[src/rtl/ubf_regs.svh]
/*
 * Register indices, field positions, reset values and timing figures of the
 * UART baud and line configuration block.
 * Assumes an APB slave with 32-bit data; each index is one word, byte address = 4 * index.
 */
`ifndef UBF_REGS_SVH
`define UBF_REGS_SVH

// printed offsets are register indices
`define UBF_IDX_DATA 16'h449E
`define UBF_IDX_STATUS 16'h44A4
`define UBF_IDX_LINE_CONFIG 16'h44AE
`define UBF_IDX_BAUD_PERIOD 16'h44B4
`define UBF_IDX_BAUD_FRACTION 16'h44B6

// line_config fields
`define UBF_CFG_MANUAL_RTS 0
`define UBF_CFG_EIGHT_BIT 1
`define UBF_CFG_TWO_STOP 2
`define UBF_CFG_PARITY_EN 3
`define UBF_CFG_ODD_PARITY 4
`define UBF_CFG_FLOW_EN 5
`define UBF_CFG_AUTO_RTS 6
`define UBF_CFG_MASK 7'h7F

// status fields
`define UBF_ST_CTS 0
`define UBF_ST_RX_VALID 1
`define UBF_ST_TX_FREE 2
`define UBF_ST_RX_OVF 3
`define UBF_ST_FRM_ERR 4
`define UBF_ST_PAR_ERR 5
`define UBF_ST_TX_IDLE 6

`define UBF_RST_CONFIG 7'h00
`define UBF_RST_PERIOD 16'h0000
`define UBF_RST_FRACTION 1'b0

// reference clock for the rate equation and the bus clock, in MHz
`define UBF_REF_MHZ 24
`define UBF_PCLK_MHZ 25

`define UBF_RX_DEPTH 4

`endif

[src/rtl/ubf_pkg.sv]
/*
 * Types of the UART baud and line configuration block.
 * Assumes ubf_regs.svh supplies the numeric constants.
 */
package ubf_pkg;
  typedef enum logic [0:0] {
    UBF_TX_IDLE = 1'b0,
    UBF_TX_SEND = 1'b1
  } ubf_tx_state_t;

  typedef enum logic [1:0] {
    UBF_RX_IDLE = 2'b00,
    UBF_RX_START = 2'b01,
    UBF_RX_BITS = 2'b10,
    UBF_RX_STOP = 2'b11
  } ubf_rx_state_t;
endpackage

[src/rtl/ubf_top.sv]
/*
 * UART with programmable baud period and fraction, parity, stop bits,
 * data width and request/clear-to-send flow control, behind an APB slave.
 * Assumes pclk at 25 MHz, pin inputs synchronous to pclk, and software
 * reading received characters from the data register.
 */
`timescale 1ns/10ps
`default_nettype none
`include "ubf_regs.svh"

// Notes on behaviour
// - fraction bit adds half count to period
// - 16-bit baud period N in rate equation
// - auto mode: hardware drives rx_ready_out_n
// - auto: deassert when one slot left
// - auto: reassert when more slots free
// - auto mode ignores manual_rts_level
// - manual: level set asserts output low
// - flow_handshake_enable enables tx_permit_in_n only; rx_ready_out_n is driven either way
// - handshake off: transmitter always permitted
// - odd_parity_select picks odd, else even
module ubf_top
  import ubf_pkg::*;
(
  input wire logic pclk,
  input wire logic presetn,
  input wire logic psel,
  input wire logic penable,
  input wire logic pwrite,
  input wire logic [31:0] paddr,
  input wire logic [31:0] pwdata,
  output logic [31:0] prdata,
  output logic pready,
  output logic pslverr,
  input wire logic rx_in,
  output logic tx_out,
  input wire logic tx_permit_in_n,
  output logic rx_ready_out_n
);

  localparam int DEPTH = `UBF_RX_DEPTH;
  function automatic logic hit(input logic [31:0] a, input logic [15:0] idx);
    hit = (a == {14'h0000, idx, 2'b00});
  endfunction

  // even parity makes the total count of ones even
  function automatic logic par_bit(input logic [7:0] d, input logic eight, input logic odd);
    par_bit = ^(eight ? d : {1'b0, d[6:0]}) ^ odd;
  endfunction

  logic [6:0] cfg_q, cfg_d;
  logic [15:0] per_q, per_d;
  logic [2:0] err_q, err_d, err_set, cnt_q, cnt_d;
  logic [31:0] rdata_q, rdata_d, status;
  logic frac_q, frac_d, ready_q, ready_d, slverr_q, slverr_d, thr_full_q, thr_full_d;
  logic rts_n_q, rts_n_d, tick_q, tick_d, tx_q, tx_d;
  logic [7:0] thr_q, thr_d, rx_char;
  logic [7:0] fifo_q [DEPTH];
  logic [1:0] rd_ptr_q, rd_ptr_d, wr_ptr_q, wr_ptr_d;
  logic [5:0] acc_q, acc_d;
  ubf_tx_state_t tx_st_q, tx_st_d;
  logic [11:0] tx_sh_q, tx_sh_d;
  logic [3:0] tx_left_q, tx_left_d, rx_idx_q, rx_idx_d, nbits;
  logic [16:0] tx_cnt_q, tx_cnt_d, rx_cnt_q, rx_cnt_d, bit_ticks;
  ubf_rx_state_t rx_st_q, rx_st_d;
  logic [8:0] rx_sh_q, rx_sh_d;
  logic acc_done, wr_en, rd_en, cts_ok, push, pop;

  assign acc_done = psel && penable && ready_q;
  assign wr_en = acc_done && pwrite;
  assign rd_en = acc_done && !pwrite;
  // bit time in 24 MHz ticks: 2N + F
  assign bit_ticks = {per_q, frac_q};
  assign cts_ok = !cfg_q[`UBF_CFG_FLOW_EN] || !tx_permit_in_n;
  assign nbits = cfg_q[`UBF_CFG_EIGHT_BIT] ? 4'd8 : 4'd7;
  assign pop = rd_en && hit(paddr, `UBF_IDX_DATA) && (cnt_q != 3'd0);
  assign status = {25'h0000000, tx_st_q == UBF_TX_IDLE && !thr_full_q, err_q,
                   !thr_full_q, cnt_q != 3'd0, cts_ok};

  // registers and bus answer; one wait state per transfer
  always_comb begin
    cfg_d = cfg_q;
    per_d = per_q;
    frac_d = frac_q;
    rdata_d = rdata_q;
    ready_d = psel && penable && !ready_q;
    slverr_d = 1'b0;
    if (psel && penable && !ready_q) begin
      rdata_d = 32'h00000000;
      if (hit(paddr, `UBF_IDX_LINE_CONFIG)) rdata_d = {25'h0000000, cfg_q};
      else if (hit(paddr, `UBF_IDX_BAUD_PERIOD)) rdata_d = {16'h0000, per_q};
      else if (hit(paddr, `UBF_IDX_BAUD_FRACTION)) rdata_d = {31'h00000000, frac_q};
      else if (hit(paddr, `UBF_IDX_STATUS)) rdata_d = status;
      else if (hit(paddr, `UBF_IDX_DATA)) rdata_d = {24'h000000, fifo_q[rd_ptr_q]};
      else slverr_d = 1'b1;
    end
    if (wr_en) begin
      if (hit(paddr, `UBF_IDX_LINE_CONFIG)) cfg_d = pwdata[6:0] & `UBF_CFG_MASK;
      if (hit(paddr, `UBF_IDX_BAUD_PERIOD)) per_d = pwdata[15:0];
      if (hit(paddr, `UBF_IDX_BAUD_FRACTION)) frac_d = pwdata[0];
    end
  end

  always_ff @(posedge pclk or negedge presetn) begin
    if (!presetn) begin
      cfg_q <= `UBF_RST_CONFIG;
      per_q <= `UBF_RST_PERIOD;
      frac_q <= `UBF_RST_FRACTION;
      rdata_q <= 32'h00000000;
      ready_q <= 1'b0;
      slverr_q <= 1'b0;
    end else begin
      cfg_q <= cfg_d;
      per_q <= per_d;
      frac_q <= frac_d;
      rdata_q <= rdata_d;
      ready_q <= ready_d;
      slverr_q <= slverr_d;
    end
  end

  // 24 MHz ticks from pclk by accumulator; six bits so that 24 + 24 never wraps
  always_comb begin
    acc_d = acc_q + 6'(`UBF_REF_MHZ);
    tick_d = 1'b0;
    if (acc_d >= 6'(`UBF_PCLK_MHZ)) begin
      acc_d = acc_d - 6'(`UBF_PCLK_MHZ);
      tick_d = 1'b1;
    end
  end
  always_ff @(posedge pclk or negedge presetn) begin
    if (!presetn) begin
      acc_q <= 6'h00;
      tick_q <= 1'b0;
    end else begin
      acc_q <= acc_d;
      tick_q <= tick_d;
    end
  end

  // transmitter: one holding byte, then a frame shifted out lsb first
  always_comb begin
    tx_st_d = tx_st_q;
    tx_sh_d = tx_sh_q;
    tx_left_d = tx_left_q;
    tx_cnt_d = tx_cnt_q;
    thr_d = thr_q;
    thr_full_d = thr_full_q;
    tx_d = tx_q;
    if (wr_en && hit(paddr, `UBF_IDX_DATA) && !thr_full_q) begin
      thr_d = pwdata[7:0];
      thr_full_d = 1'b1;
    end
    unique case (tx_st_q)
      UBF_TX_IDLE: begin
        tx_d = 1'b1;
        if (thr_full_q && cts_ok) begin
          tx_sh_d = 12'hFFF;
          tx_sh_d[8:0] = {thr_q, 1'b0};
          if (!cfg_q[`UBF_CFG_EIGHT_BIT]) tx_sh_d[8] = 1'b1;
          if (cfg_q[`UBF_CFG_PARITY_EN])
            tx_sh_d[nbits + 4'd1] = par_bit(thr_q, cfg_q[`UBF_CFG_EIGHT_BIT],
                                            cfg_q[`UBF_CFG_ODD_PARITY]);
          tx_left_d = 4'd2 + nbits + {3'b000, cfg_q[`UBF_CFG_PARITY_EN]}
                      + {3'b000, cfg_q[`UBF_CFG_TWO_STOP]};
          tx_cnt_d = 17'h00000;
          thr_full_d = 1'b0;
          tx_st_d = UBF_TX_SEND;
        end
      end
      UBF_TX_SEND: begin
        tx_d = tx_sh_q[0];
        if (tick_q) begin
          if (tx_cnt_q + 17'h00001 >= bit_ticks) begin
            tx_cnt_d = 17'h00000;
            tx_sh_d = {1'b1, tx_sh_q[11:1]};
            tx_left_d = tx_left_q - 4'd1;
            if (tx_left_q == 4'd1) tx_st_d = UBF_TX_IDLE;
          end else begin
            tx_cnt_d = tx_cnt_q + 17'h00001;
          end
        end
      end
    endcase
  end
  always_ff @(posedge pclk or negedge presetn) begin
    if (!presetn) begin
      tx_st_q <= UBF_TX_IDLE;
      tx_sh_q <= 12'hFFF;
      tx_left_q <= 4'h0;
      tx_cnt_q <= 17'h00000;
      thr_q <= 8'h00;
      thr_full_q <= 1'b0;
      tx_q <= 1'b1;
    end else begin
      tx_st_q <= tx_st_d;
      tx_sh_q <= tx_sh_d;
      tx_left_q <= tx_left_d;
      tx_cnt_q <= tx_cnt_d;
      thr_q <= thr_d;
      thr_full_q <= thr_full_d;
      tx_q <= tx_d;
    end
  end

  // receiver: sample mid-bit, N ticks after the start edge
  always_comb begin
    rx_st_d = rx_st_q;
    rx_sh_d = rx_sh_q;
    rx_idx_d = rx_idx_q;
    rx_cnt_d = rx_cnt_q;
    push = 1'b0;
    err_set = 3'b000;
    rx_char = cfg_q[`UBF_CFG_EIGHT_BIT] ? rx_sh_q[7:0] : {1'b0, rx_sh_q[6:0]};
    if (tick_q && rx_st_q != UBF_RX_IDLE) rx_cnt_d = rx_cnt_q + 17'h00001;
    unique case (rx_st_q)
      UBF_RX_IDLE: begin
        rx_cnt_d = 17'h00000;
        if (!rx_in) rx_st_d = UBF_RX_START;
      end
      UBF_RX_START: begin
        if (tick_q && rx_cnt_q + 17'h00001 >= {1'b0, per_q}) begin
          rx_cnt_d = 17'h00000;
          rx_idx_d = 4'd0;
          rx_st_d = rx_in ? UBF_RX_IDLE : UBF_RX_BITS;
        end
      end
      UBF_RX_BITS: begin
        if (tick_q && rx_cnt_q + 17'h00001 >= bit_ticks) begin
          rx_cnt_d = 17'h00000;
          rx_sh_d[rx_idx_q] = rx_in;
          rx_idx_d = rx_idx_q + 4'd1;
          if (rx_idx_q + 4'd1 == nbits + {3'b000, cfg_q[`UBF_CFG_PARITY_EN]})
            rx_st_d = UBF_RX_STOP;
        end
      end
      UBF_RX_STOP: begin
        if (tick_q && rx_cnt_q + 17'h00001 >= bit_ticks) begin
          rx_st_d = UBF_RX_IDLE;
          push = 1'b1;
          err_set[1] = !rx_in;
          err_set[2] = cfg_q[`UBF_CFG_PARITY_EN] && (rx_sh_q[nbits] != par_bit(rx_char,
                       cfg_q[`UBF_CFG_EIGHT_BIT], cfg_q[`UBF_CFG_ODD_PARITY]));
          if (cnt_q == 3'(DEPTH)) begin
            push = 1'b0;
            err_set[0] = 1'b1;
          end
        end
      end
    endcase
    // sticky errors: write one to clear, a new error wins over the clear
    err_d = err_q;
    if (wr_en && hit(paddr, `UBF_IDX_STATUS)) err_d = err_q & ~pwdata[5:3];
    err_d = err_d | err_set;
    rd_ptr_d = rd_ptr_q + {1'b0, pop};
    wr_ptr_d = wr_ptr_q + {1'b0, push};
    cnt_d = cnt_q + {2'b00, push} - {2'b00, pop};
    // one free slot left means the peer must stop
    if (cfg_q[`UBF_CFG_AUTO_RTS])
      rts_n_d = (3'(DEPTH) - cnt_d) <= 3'd1;
    else
      rts_n_d = !cfg_q[`UBF_CFG_MANUAL_RTS];
  end
  always_ff @(posedge pclk or negedge presetn) begin
    if (!presetn) begin
      rx_st_q <= UBF_RX_IDLE;
      rx_sh_q <= 9'h000;
      rx_idx_q <= 4'h0;
      rx_cnt_q <= 17'h00000;
      err_q <= 3'b000;
      rd_ptr_q <= 2'b00;
      wr_ptr_q <= 2'b00;
      cnt_q <= 3'b000;
      rts_n_q <= 1'b1;
      for (int i = 0; i < DEPTH; i++) fifo_q[i] <= 8'h00;
    end else begin
      rx_st_q <= rx_st_d;
      rx_sh_q <= rx_sh_d;
      rx_idx_q <= rx_idx_d;
      rx_cnt_q <= rx_cnt_d;
      err_q <= err_d;
      rd_ptr_q <= rd_ptr_d;
      wr_ptr_q <= wr_ptr_d;
      cnt_q <= cnt_d;
      rts_n_q <= rts_n_d;
      if (push) fifo_q[wr_ptr_q] <= rx_char;
    end
  end

  assign prdata = rdata_q;
  assign pready = ready_q;
  assign pslverr = slverr_q;
  assign tx_out = tx_q;
  assign rx_ready_out_n = rts_n_q;
endmodule
`default_nettype wire

[config.mk]
export PLATFORM = sky130hd
export DESIGN_NAME = ubf_top
export DESIGN_NICKNAME = d
export VERILOG_FILES = /design/src/rtl/ubf_pkg.sv /design/src/rtl/ubf_top.sv
export VERILOG_INCLUDE_DIRS = /design/src /design/src/rtl
export SDC_FILE = /design/constraint.sdc
export NUM_CORES = 1
export LEC_CHECK = 0
export BUFFER_PORTS_ARGS = -buffer_cell sky130_fd_sc_hd__buf_2
export CAP_MARGIN = 10
export CORE_ASPECT_RATIO = 1.2
export CORE_MARGIN = 4
export CORE_UTILIZATION = 47
export DETAILED_ROUTE_END_ITERATION = 10
export PLACE_DENSITY = 0.76
export SYNTH_ARGS = -nofsm -noshare
export SYNTH_HDL_FRONTEND = slang
export SYNTH_SLANG_ARGS = --single-unit
export TNS_END_PERCENT = 50
[constraint.sdc]
create_clock -name pclk -period 4.8 [get_ports pclk]
set_clock_uncertainty 0.05 [all_clocks]
set_input_delay 0.72 -clock pclk [delete_from_list [all_inputs] [get_ports pclk]]
set_output_delay 0.72 -clock pclk [all_outputs]
set_load 0.005 [all_outputs]
==> flow_summary.toml, run 1 <==
[timing]
rsz0062_at_grt = "no"
fmax_ghz = 0.228
setup_viol = 0
worst_pin_slew_ns = 1.12
slew_headroom = 0.252
tns_ns = 0
whs_ns = 0.314
drv_slew = 0
period_minus_slack_ns = 4.40
hold_violations = 0
finalCritPeriodShare = 0.916

[placement]
io_buffers = 74
hpwl_um = 15900
place.gp.congestion = 0.867
dpl.cell_count = 1277

[final_layout]
instances_no_fill = 1310
fill_cells = 1771
syn_to_final_growth_pct = 13.0
layout.nets = 1180
diodes = 0
drive_gt1_frac = 0.208

[cts]
clk_pin_slew_ns = 0.08
clock_latency_ns = 0.45
cts_root_buf = "clkbuf_16"
cts_tree = "done"
cts_num_sinks = 166
htreeDepth = 4
cts-hold-fix-buffers = 0
clk_path_buf_depth = 2
cts-buffers-inserted = 17

[synthesis]
synthArstFlopShare = 1.00
yosys-top-cells-count = "dfrtp_1, nand2_1, ha_1, nor2_1, o21ai_0"
ys.flop_type = "dfrtp_1"
yosysSeqAreaShare = 0.425
yosysTopAreaCell = "dfrtp_1"
synthCells = 958
synth-seq-cells = 166
syn_area_um2 = 9810
synth_top_area_frac = 0.393
syn_avg_cell_area_um2 = 10.2
ys_warn_count = 0
ys_top_cells_by_area = "dfrtp_1, ha_1, mux2_2"
yosysUniqueCellTypes = 70
synth_edf_count = 0
yosys.cell_count.top_type = "dfrtp_1"

[global_route]
antenna_found_initial = 0
track_usage = 0.189
grt_overflow = 0
grt_pass1_wl_um = 36100
grt_pass1_vias = 7401
grt_max_degree = 106

[route]
drcViolationCount = 0
viasPerCell = 5.56
vias = 7281
drtPass1Iterations = 5
drtAntennaViolNets = 0
postRouteWirelength_um = 21600
drt_iter0_drc = 380
wire_per_inst_um = 16.5

[power]
peakVddDrop_mv = 0.202
p_total_w = 0.00293
p_leak_nw = 5.42
powerDensity_nw_per_um2 = 264

[floorplanning]
start_util = 0.481
rows = 57
dieHeight_um = 166
die_area_um2 = 23300
io_pins = 107
core_um2 = 20400
dieWidth_um = 140

[worst_setup_path]
critPathMaxStageDelay_ns = 0.53
cp_data_arrival_time_ns = 4.71
end_kind = "flop"
crit_chain = "ha_1 -> nand3_4 -> and2b_2 -> nand3_1 -> xnor2_1 -> ha_1 -> o21ai_0 -> o22ai_1 -> a21oi_1 -> a311oi_4 -> nand3_4 -> ha_1 -> inv_1 -> ha_1 -> fa_1 -> inv_1 -> ha_1 -> nor2_1 -> o211ai_1 -> o21ai_0"
crit_type = "flop to flop"
cp.required_ns = 5.12
cp_num_buf_inv = 2
startpoint_type = "flop"
cpMostUsedCell = "ha_1"
path_max_fanout = 7
crit_family = "adder cells"
crit_path_top_delay_cell = "fa_1"

[status]
status = "finished, final reports clean"

[job]
maxCapViolCount = 0

[hold_path]
hold_class = "input pin to async pin"
-- layer usage --
layer | part of all wire | routed length [um] | vias to the layer above | GRT usage
li1 | - | - | 3528 | -
met1 | 0.43 | 9200 | 3579 | 0.236
met2 | 0.52 | 11200 | 135 | 0.330
met3 | 0.030 | 657 | 39 | 0.0297
met4 | 0.025 | 540 | 0 | 0.0700
met5 | 0 | 0 | - | 0
-- layout by cell type, fill, tap and decap left out, types with 4 or more instances in the layout --
cell / instances
dfrtp_1: 154
nand2_1: 98
ha_1: 75
buf_2: 73
nor2_1: 61
o21ai_0: 59
mux2_2: 57
xnor2_1: 52
inv_1: 48
a21oi_1: 41
nand3_1: 31
xor2_1: 23
a22o_1: 19
clkbuf_16: 17
conb_1: 16
nor3_1: 14
buf_4: 13
nand2b_1: 12
o31ai_1: 12
mux2i_1: 12
dfstp_2: 12
a21o_1: 10
clkinv_8: 10
nand4_1: 9
nor4_1: 8
mux4_2: 8
nor4b_1: 7
a22oi_1: 6
a211oi_1: 5
o211ai_1: 5
or3_1: 5
and3_1: 4
or2_2: 4
nor2b_1: 4
-- what timing repair did --
item,4_1_cts,5_1_grt
resized for setup,0,1
endpoints found under the setup margin,0,1
setup buffers,0,1
endpoints found under the hold margin,0,0
-- logic make-up after synthesis --
kind of cell    share of synthesized area
compound gates                      0.119
buf+inv                            0.0428
fa+ha+maj                          0.0997
flops                               0.425
mux                                0.0960
other cells                      0.000382
simple gates                        0.150
xor+xnor                           0.0669
-- flip-flops by register name (all words and copies together), names as in the netlist, 6 cells and up, named ones only --
signal / flops
acc_q: 6
cfg_q: 7
fifo_q: 32
per_q: 16
prdata: 16
rx_cnt_q: 17
rx_sh_q: 9
thr_q: 8
tx_cnt_q: 17
tx_sh_q: 10
-- final cells by class --
class,instances,area (um2),area share
repair buffers,87,474,0.0428
flip-flops and latches,166,4170,0.376
clock buffers,17,425,0.0384
multi-input cells,712,5280,0.476
well taps,265,332,0.0299
inverters,48,180,0.0163
clock inverters,15,224,0.0202
-- where the power goes --
part            total, W  switching, W  internal [W]
clock network    0.00143      0.000702      0.000724
logic          0.0000985     0.0000663     0.0000322
registers        0.00140    0.00000335       0.00140
total            0.00293      0.000772       0.00216
-- final timing paths --
| check | startpoint | to | slack [ns] | cells past startpoint |
|---|---|---|---|---|
| setup reg to reg | rx_cnt_q[1] | rx_ready_out_n | 0.40 | 20 |
| max in group asynchronous | presetn | tx_out | 3.36 | 2 |
| min in group pclk | tx_left_q[3] | tx_left_q[3] | 0.40 | 1 |
| setup / recovery | rx_cnt_q[1] | rx_ready_out_n | 0.40 | 20 |
| hold / removal | presetn | fifo_q[2] | 0.31 | 1 |
| hold reg to reg | tx_left_q[3] | tx_left_q[3] | 0.40 | 1 |
-- per-stage QoR --
stage	cell area (um2)	setup slack [ns]	utilization
5_1_grt	11100	0.0956	0.544
2_1_floorplan	9870	0.426	-
4_1_cts	11100	0.180	0.543
3_3_place_gp	10400	0.248	0.511
6_report	11100	0.405	0.544
3_5_place_dp	10400	0.207	0.511
No activity file was read; power rests on OpenSTA's default activity.
==> run 2: changes to the inputs <==
CORE_UTILIZATION = 60   (was 47)
PLACE_DENSITY = 0.91   (was 0.76)
==> run 2 against run 1 <==
Compared with the run above:
- die area shrank 21%
- sequential power about the same
- via count rose by 4.9%
- critical path depth increased by 1
- non-clock buffer count decreased by 3
- cell count fell by 4.6%
- global-route usage up 6.8 points
- wire length increased by 7.5%
- largest cell class unchanged
- largest power group is now registers
==> flow_summary.toml, run 2 (synthesis results as in run 1) <==
[worst_setup_path]
crit_path_top_delay_cell = "fa_1"
crit_family = "adder cells"
cp.required_ns = 5.12
crit_chain = "ha_2 -> nand3_4 -> and2b_2 -> nand3_1 -> nor2_1 -> xor2_1 -> ha_1 -> a21oi_1 -> o21ai_1 -> a21oi_1 -> a311oi_4 -> nand3_4 -> ha_1 -> inv_1 -> ha_1 -> fa_1 -> inv_1 -> ha_1 -> nor2_1 -> o211ai_1 -> o21ai_0"
reg2reg_depth = 21
cpMostUsedCell = "ha_1"
cp_data_arrival_time_ns = 4.91
cp_num_buf_inv = 2
r2r-end = "rx_ready_out_n"
crit_type = "flop to flop"
reg2reg_slack_ns = 0.21
startpoint_type = "flop"
path_max_fanout = 7
critPathMaxStageDelay_ns = 0.53
r2r_start = "rx_cnt_q[0]"
end_kind = "flop"

[final_layout]
reg.largest.list = "fifo_q: 32 flops, rx_cnt_q: 17 flops, tx_cnt_q: 17 flops"
largest_reg_flops = 32
layout_commonest_cell = "dfrtp_1"
finalInstanceArea_um2 = 10900
drive_gt1_frac = 0.208
syn_to_final_growth_pct = 11.4
layout.nets = 1177
instances_no_fill = 1250
final_cell_mix = "dfrtp_1, nand2_1, ha_1, buf_2, nor2_1"
top_register = "fifo_q"
fill_cells = 1076
diodes = 0

[route]
postRouteWirelength_um = 23200
drtAntennaViolNets = 0
drt_iter0_drc = 652
wl_met1_um = 9200
viasPerCell = 6.11
vias = 7640
wl_met2_um = 11900
wire_per_inst_um = 18.6
drtPass1Iterations = 7
drcViolationCount = 0
highest_layer = "met4"
route.met3.wl_um = 1320

[cts]
clock_latency_ns = 0.45
cts_root_buf = "clkbuf_16"
post_cts.repair.setup_buffers = 0
cts_num_sinks = 166
cts-buffers-inserted = 17
htreeDepth = 4
clk_pin_slew_ns = 0.08
clk_path_buf_depth = 2
cts_tree = "done"

[power]
powerDensity_nw_per_um2 = 261
p_total_w = 0.00285
peakVddDrop_mv = 0.252
p_leak_nw = 5.39

[timing]
finalCritPeriodShare = 0.956
hold_violations = 0
tns_ns = 0
setup_viol = 0
whs_ns = 0.337
worst_pin_slew_ns = 1.17
slew_headroom = 0.214
drv_slew = 0
period_minus_slack_ns = 4.59
fmax_ghz = 0.218
rsz0062_at_grt = "no"

[placement]
dpl.cell_count = 1218
io_buffers = 74
place.gp.congestion = 0.933
place_area_um2 = 10300
hpwl_um = 16200

[global_route]
grt_max_degree = 113
grt_overflow = 0
antenna_found_initial = 0
grt_pass1_wl_um = 38300
grt_pass1_vias = 7846
track_usage = 0.257

[floorplanning]
die_area_um2 = 18500
core_um2 = 15800
rows = 50
dieWidth_um = 125
io_pins = 107
start_util = 0.620
dieHeight_um = 148

[hold_path]
hold_class = "input pin to async pin"

[status]
status = "finished, final reports clean"

[job]
maxCapViolCount = 0
run 2: cell count changes in the layout (fill, tap and decap cells not counted), sizes merged:
cell    before  now
clkbuf      17   18
buf         87   84
clkinv      11    5
inv         52   57
run 2: per-stage QoR:
| step | util | setup slack, ns |
|---|---|---|
| 2_1_floorplan | - | 0.426 |
| 3_3_place_gp | 0.654 | 0.249 |
| 3_5_place_dp | 0.654 | 0.204 |
| 4_1_cts | 0.690 | 0.141 |
| 5_1_grt | 0.691 | 0.00461 |
| 6_report | 0.691 | 0.212 |
run 2: layout make-up:
cell class                 instances  area (um2)  area share
clock buffer                      18         439      0.0402
clock inverter                    14         135      0.0124
inverter                          48         180      0.0165
multi-input combinational        712        5290       0.484
sequential                       166        4170       0.382
tap                              208         260      0.0238
timing repair buffer              84         452      0.0413
run 2: how the worst max path moves through the flow:
stage | from | end | slack [ns] | cells after the start
global route | rx_cnt_q[0] | rx_ready_out_n | 0.005 | 21
floorplan | rx_cnt_q[0] | rx_ready_out_n | 0.43 | 21
CTS | rx_cnt_q[0] | rx_ready_out_n | 0.14 | 21
detailed placement | rx_cnt_q[0] | rx_ready_out_n | 0.20 | 21
global placement | rx_cnt_q[0] | rx_ready_out_n | 0.25 | 21
finish | rx_cnt_q[0] | rx_ready_out_n | 0.21 | 21
run 2: power breakdown:
| part | leakage [nW] | switching [W] | total, W | internal [W] |
|---|---|---|---|---|
| clock network | 0.288 | 0.000643 | 0.00135 | 0.000703 |
| registers | 2.04 | 0.00000340 | 0.00140 | 0.00140 |
| logic | 3.06 | 0.0000677 | 0.0000998 | 0.0000321 |
| total | 5.39 | 0.000714 | 0.00285 | 0.00214 |
run 2: worst register-to-register path: stages, from the launching register on:
cell	delay, ns
dfrtp_1	0.44
ha_2	0.28
nand3_4	0.14
and2b_2	0.27
nand3_1	0.11
nor2_1	0.14
xor2_1	0.10
ha_1	0.30
a21oi_1	0.08
o21ai_1	0.22
a21oi_1	0.10
a311oi_4	0.41
nand3_4	0.12
ha_1	0.29
inv_1	0.04
ha_1	0.18
fa_1	0.53
inv_1	0.06
ha_1	0.28
nor2_1	0.04
o211ai_1	0.19
o21ai_0	0.12
run 2: per-layer routing:
metal	track usage	up-vias
li1	-	3502
met1	0.308	3763
met2	0.444	311
met3	0.0585	64
met4	0.115	0
met5	0	-
run 2: timing repair:
item | in CTS | in global routing
gates resized for setup | 0 | 4
hold buffers | 0 | 0
endpoints found under the setup margin | 0 | 1
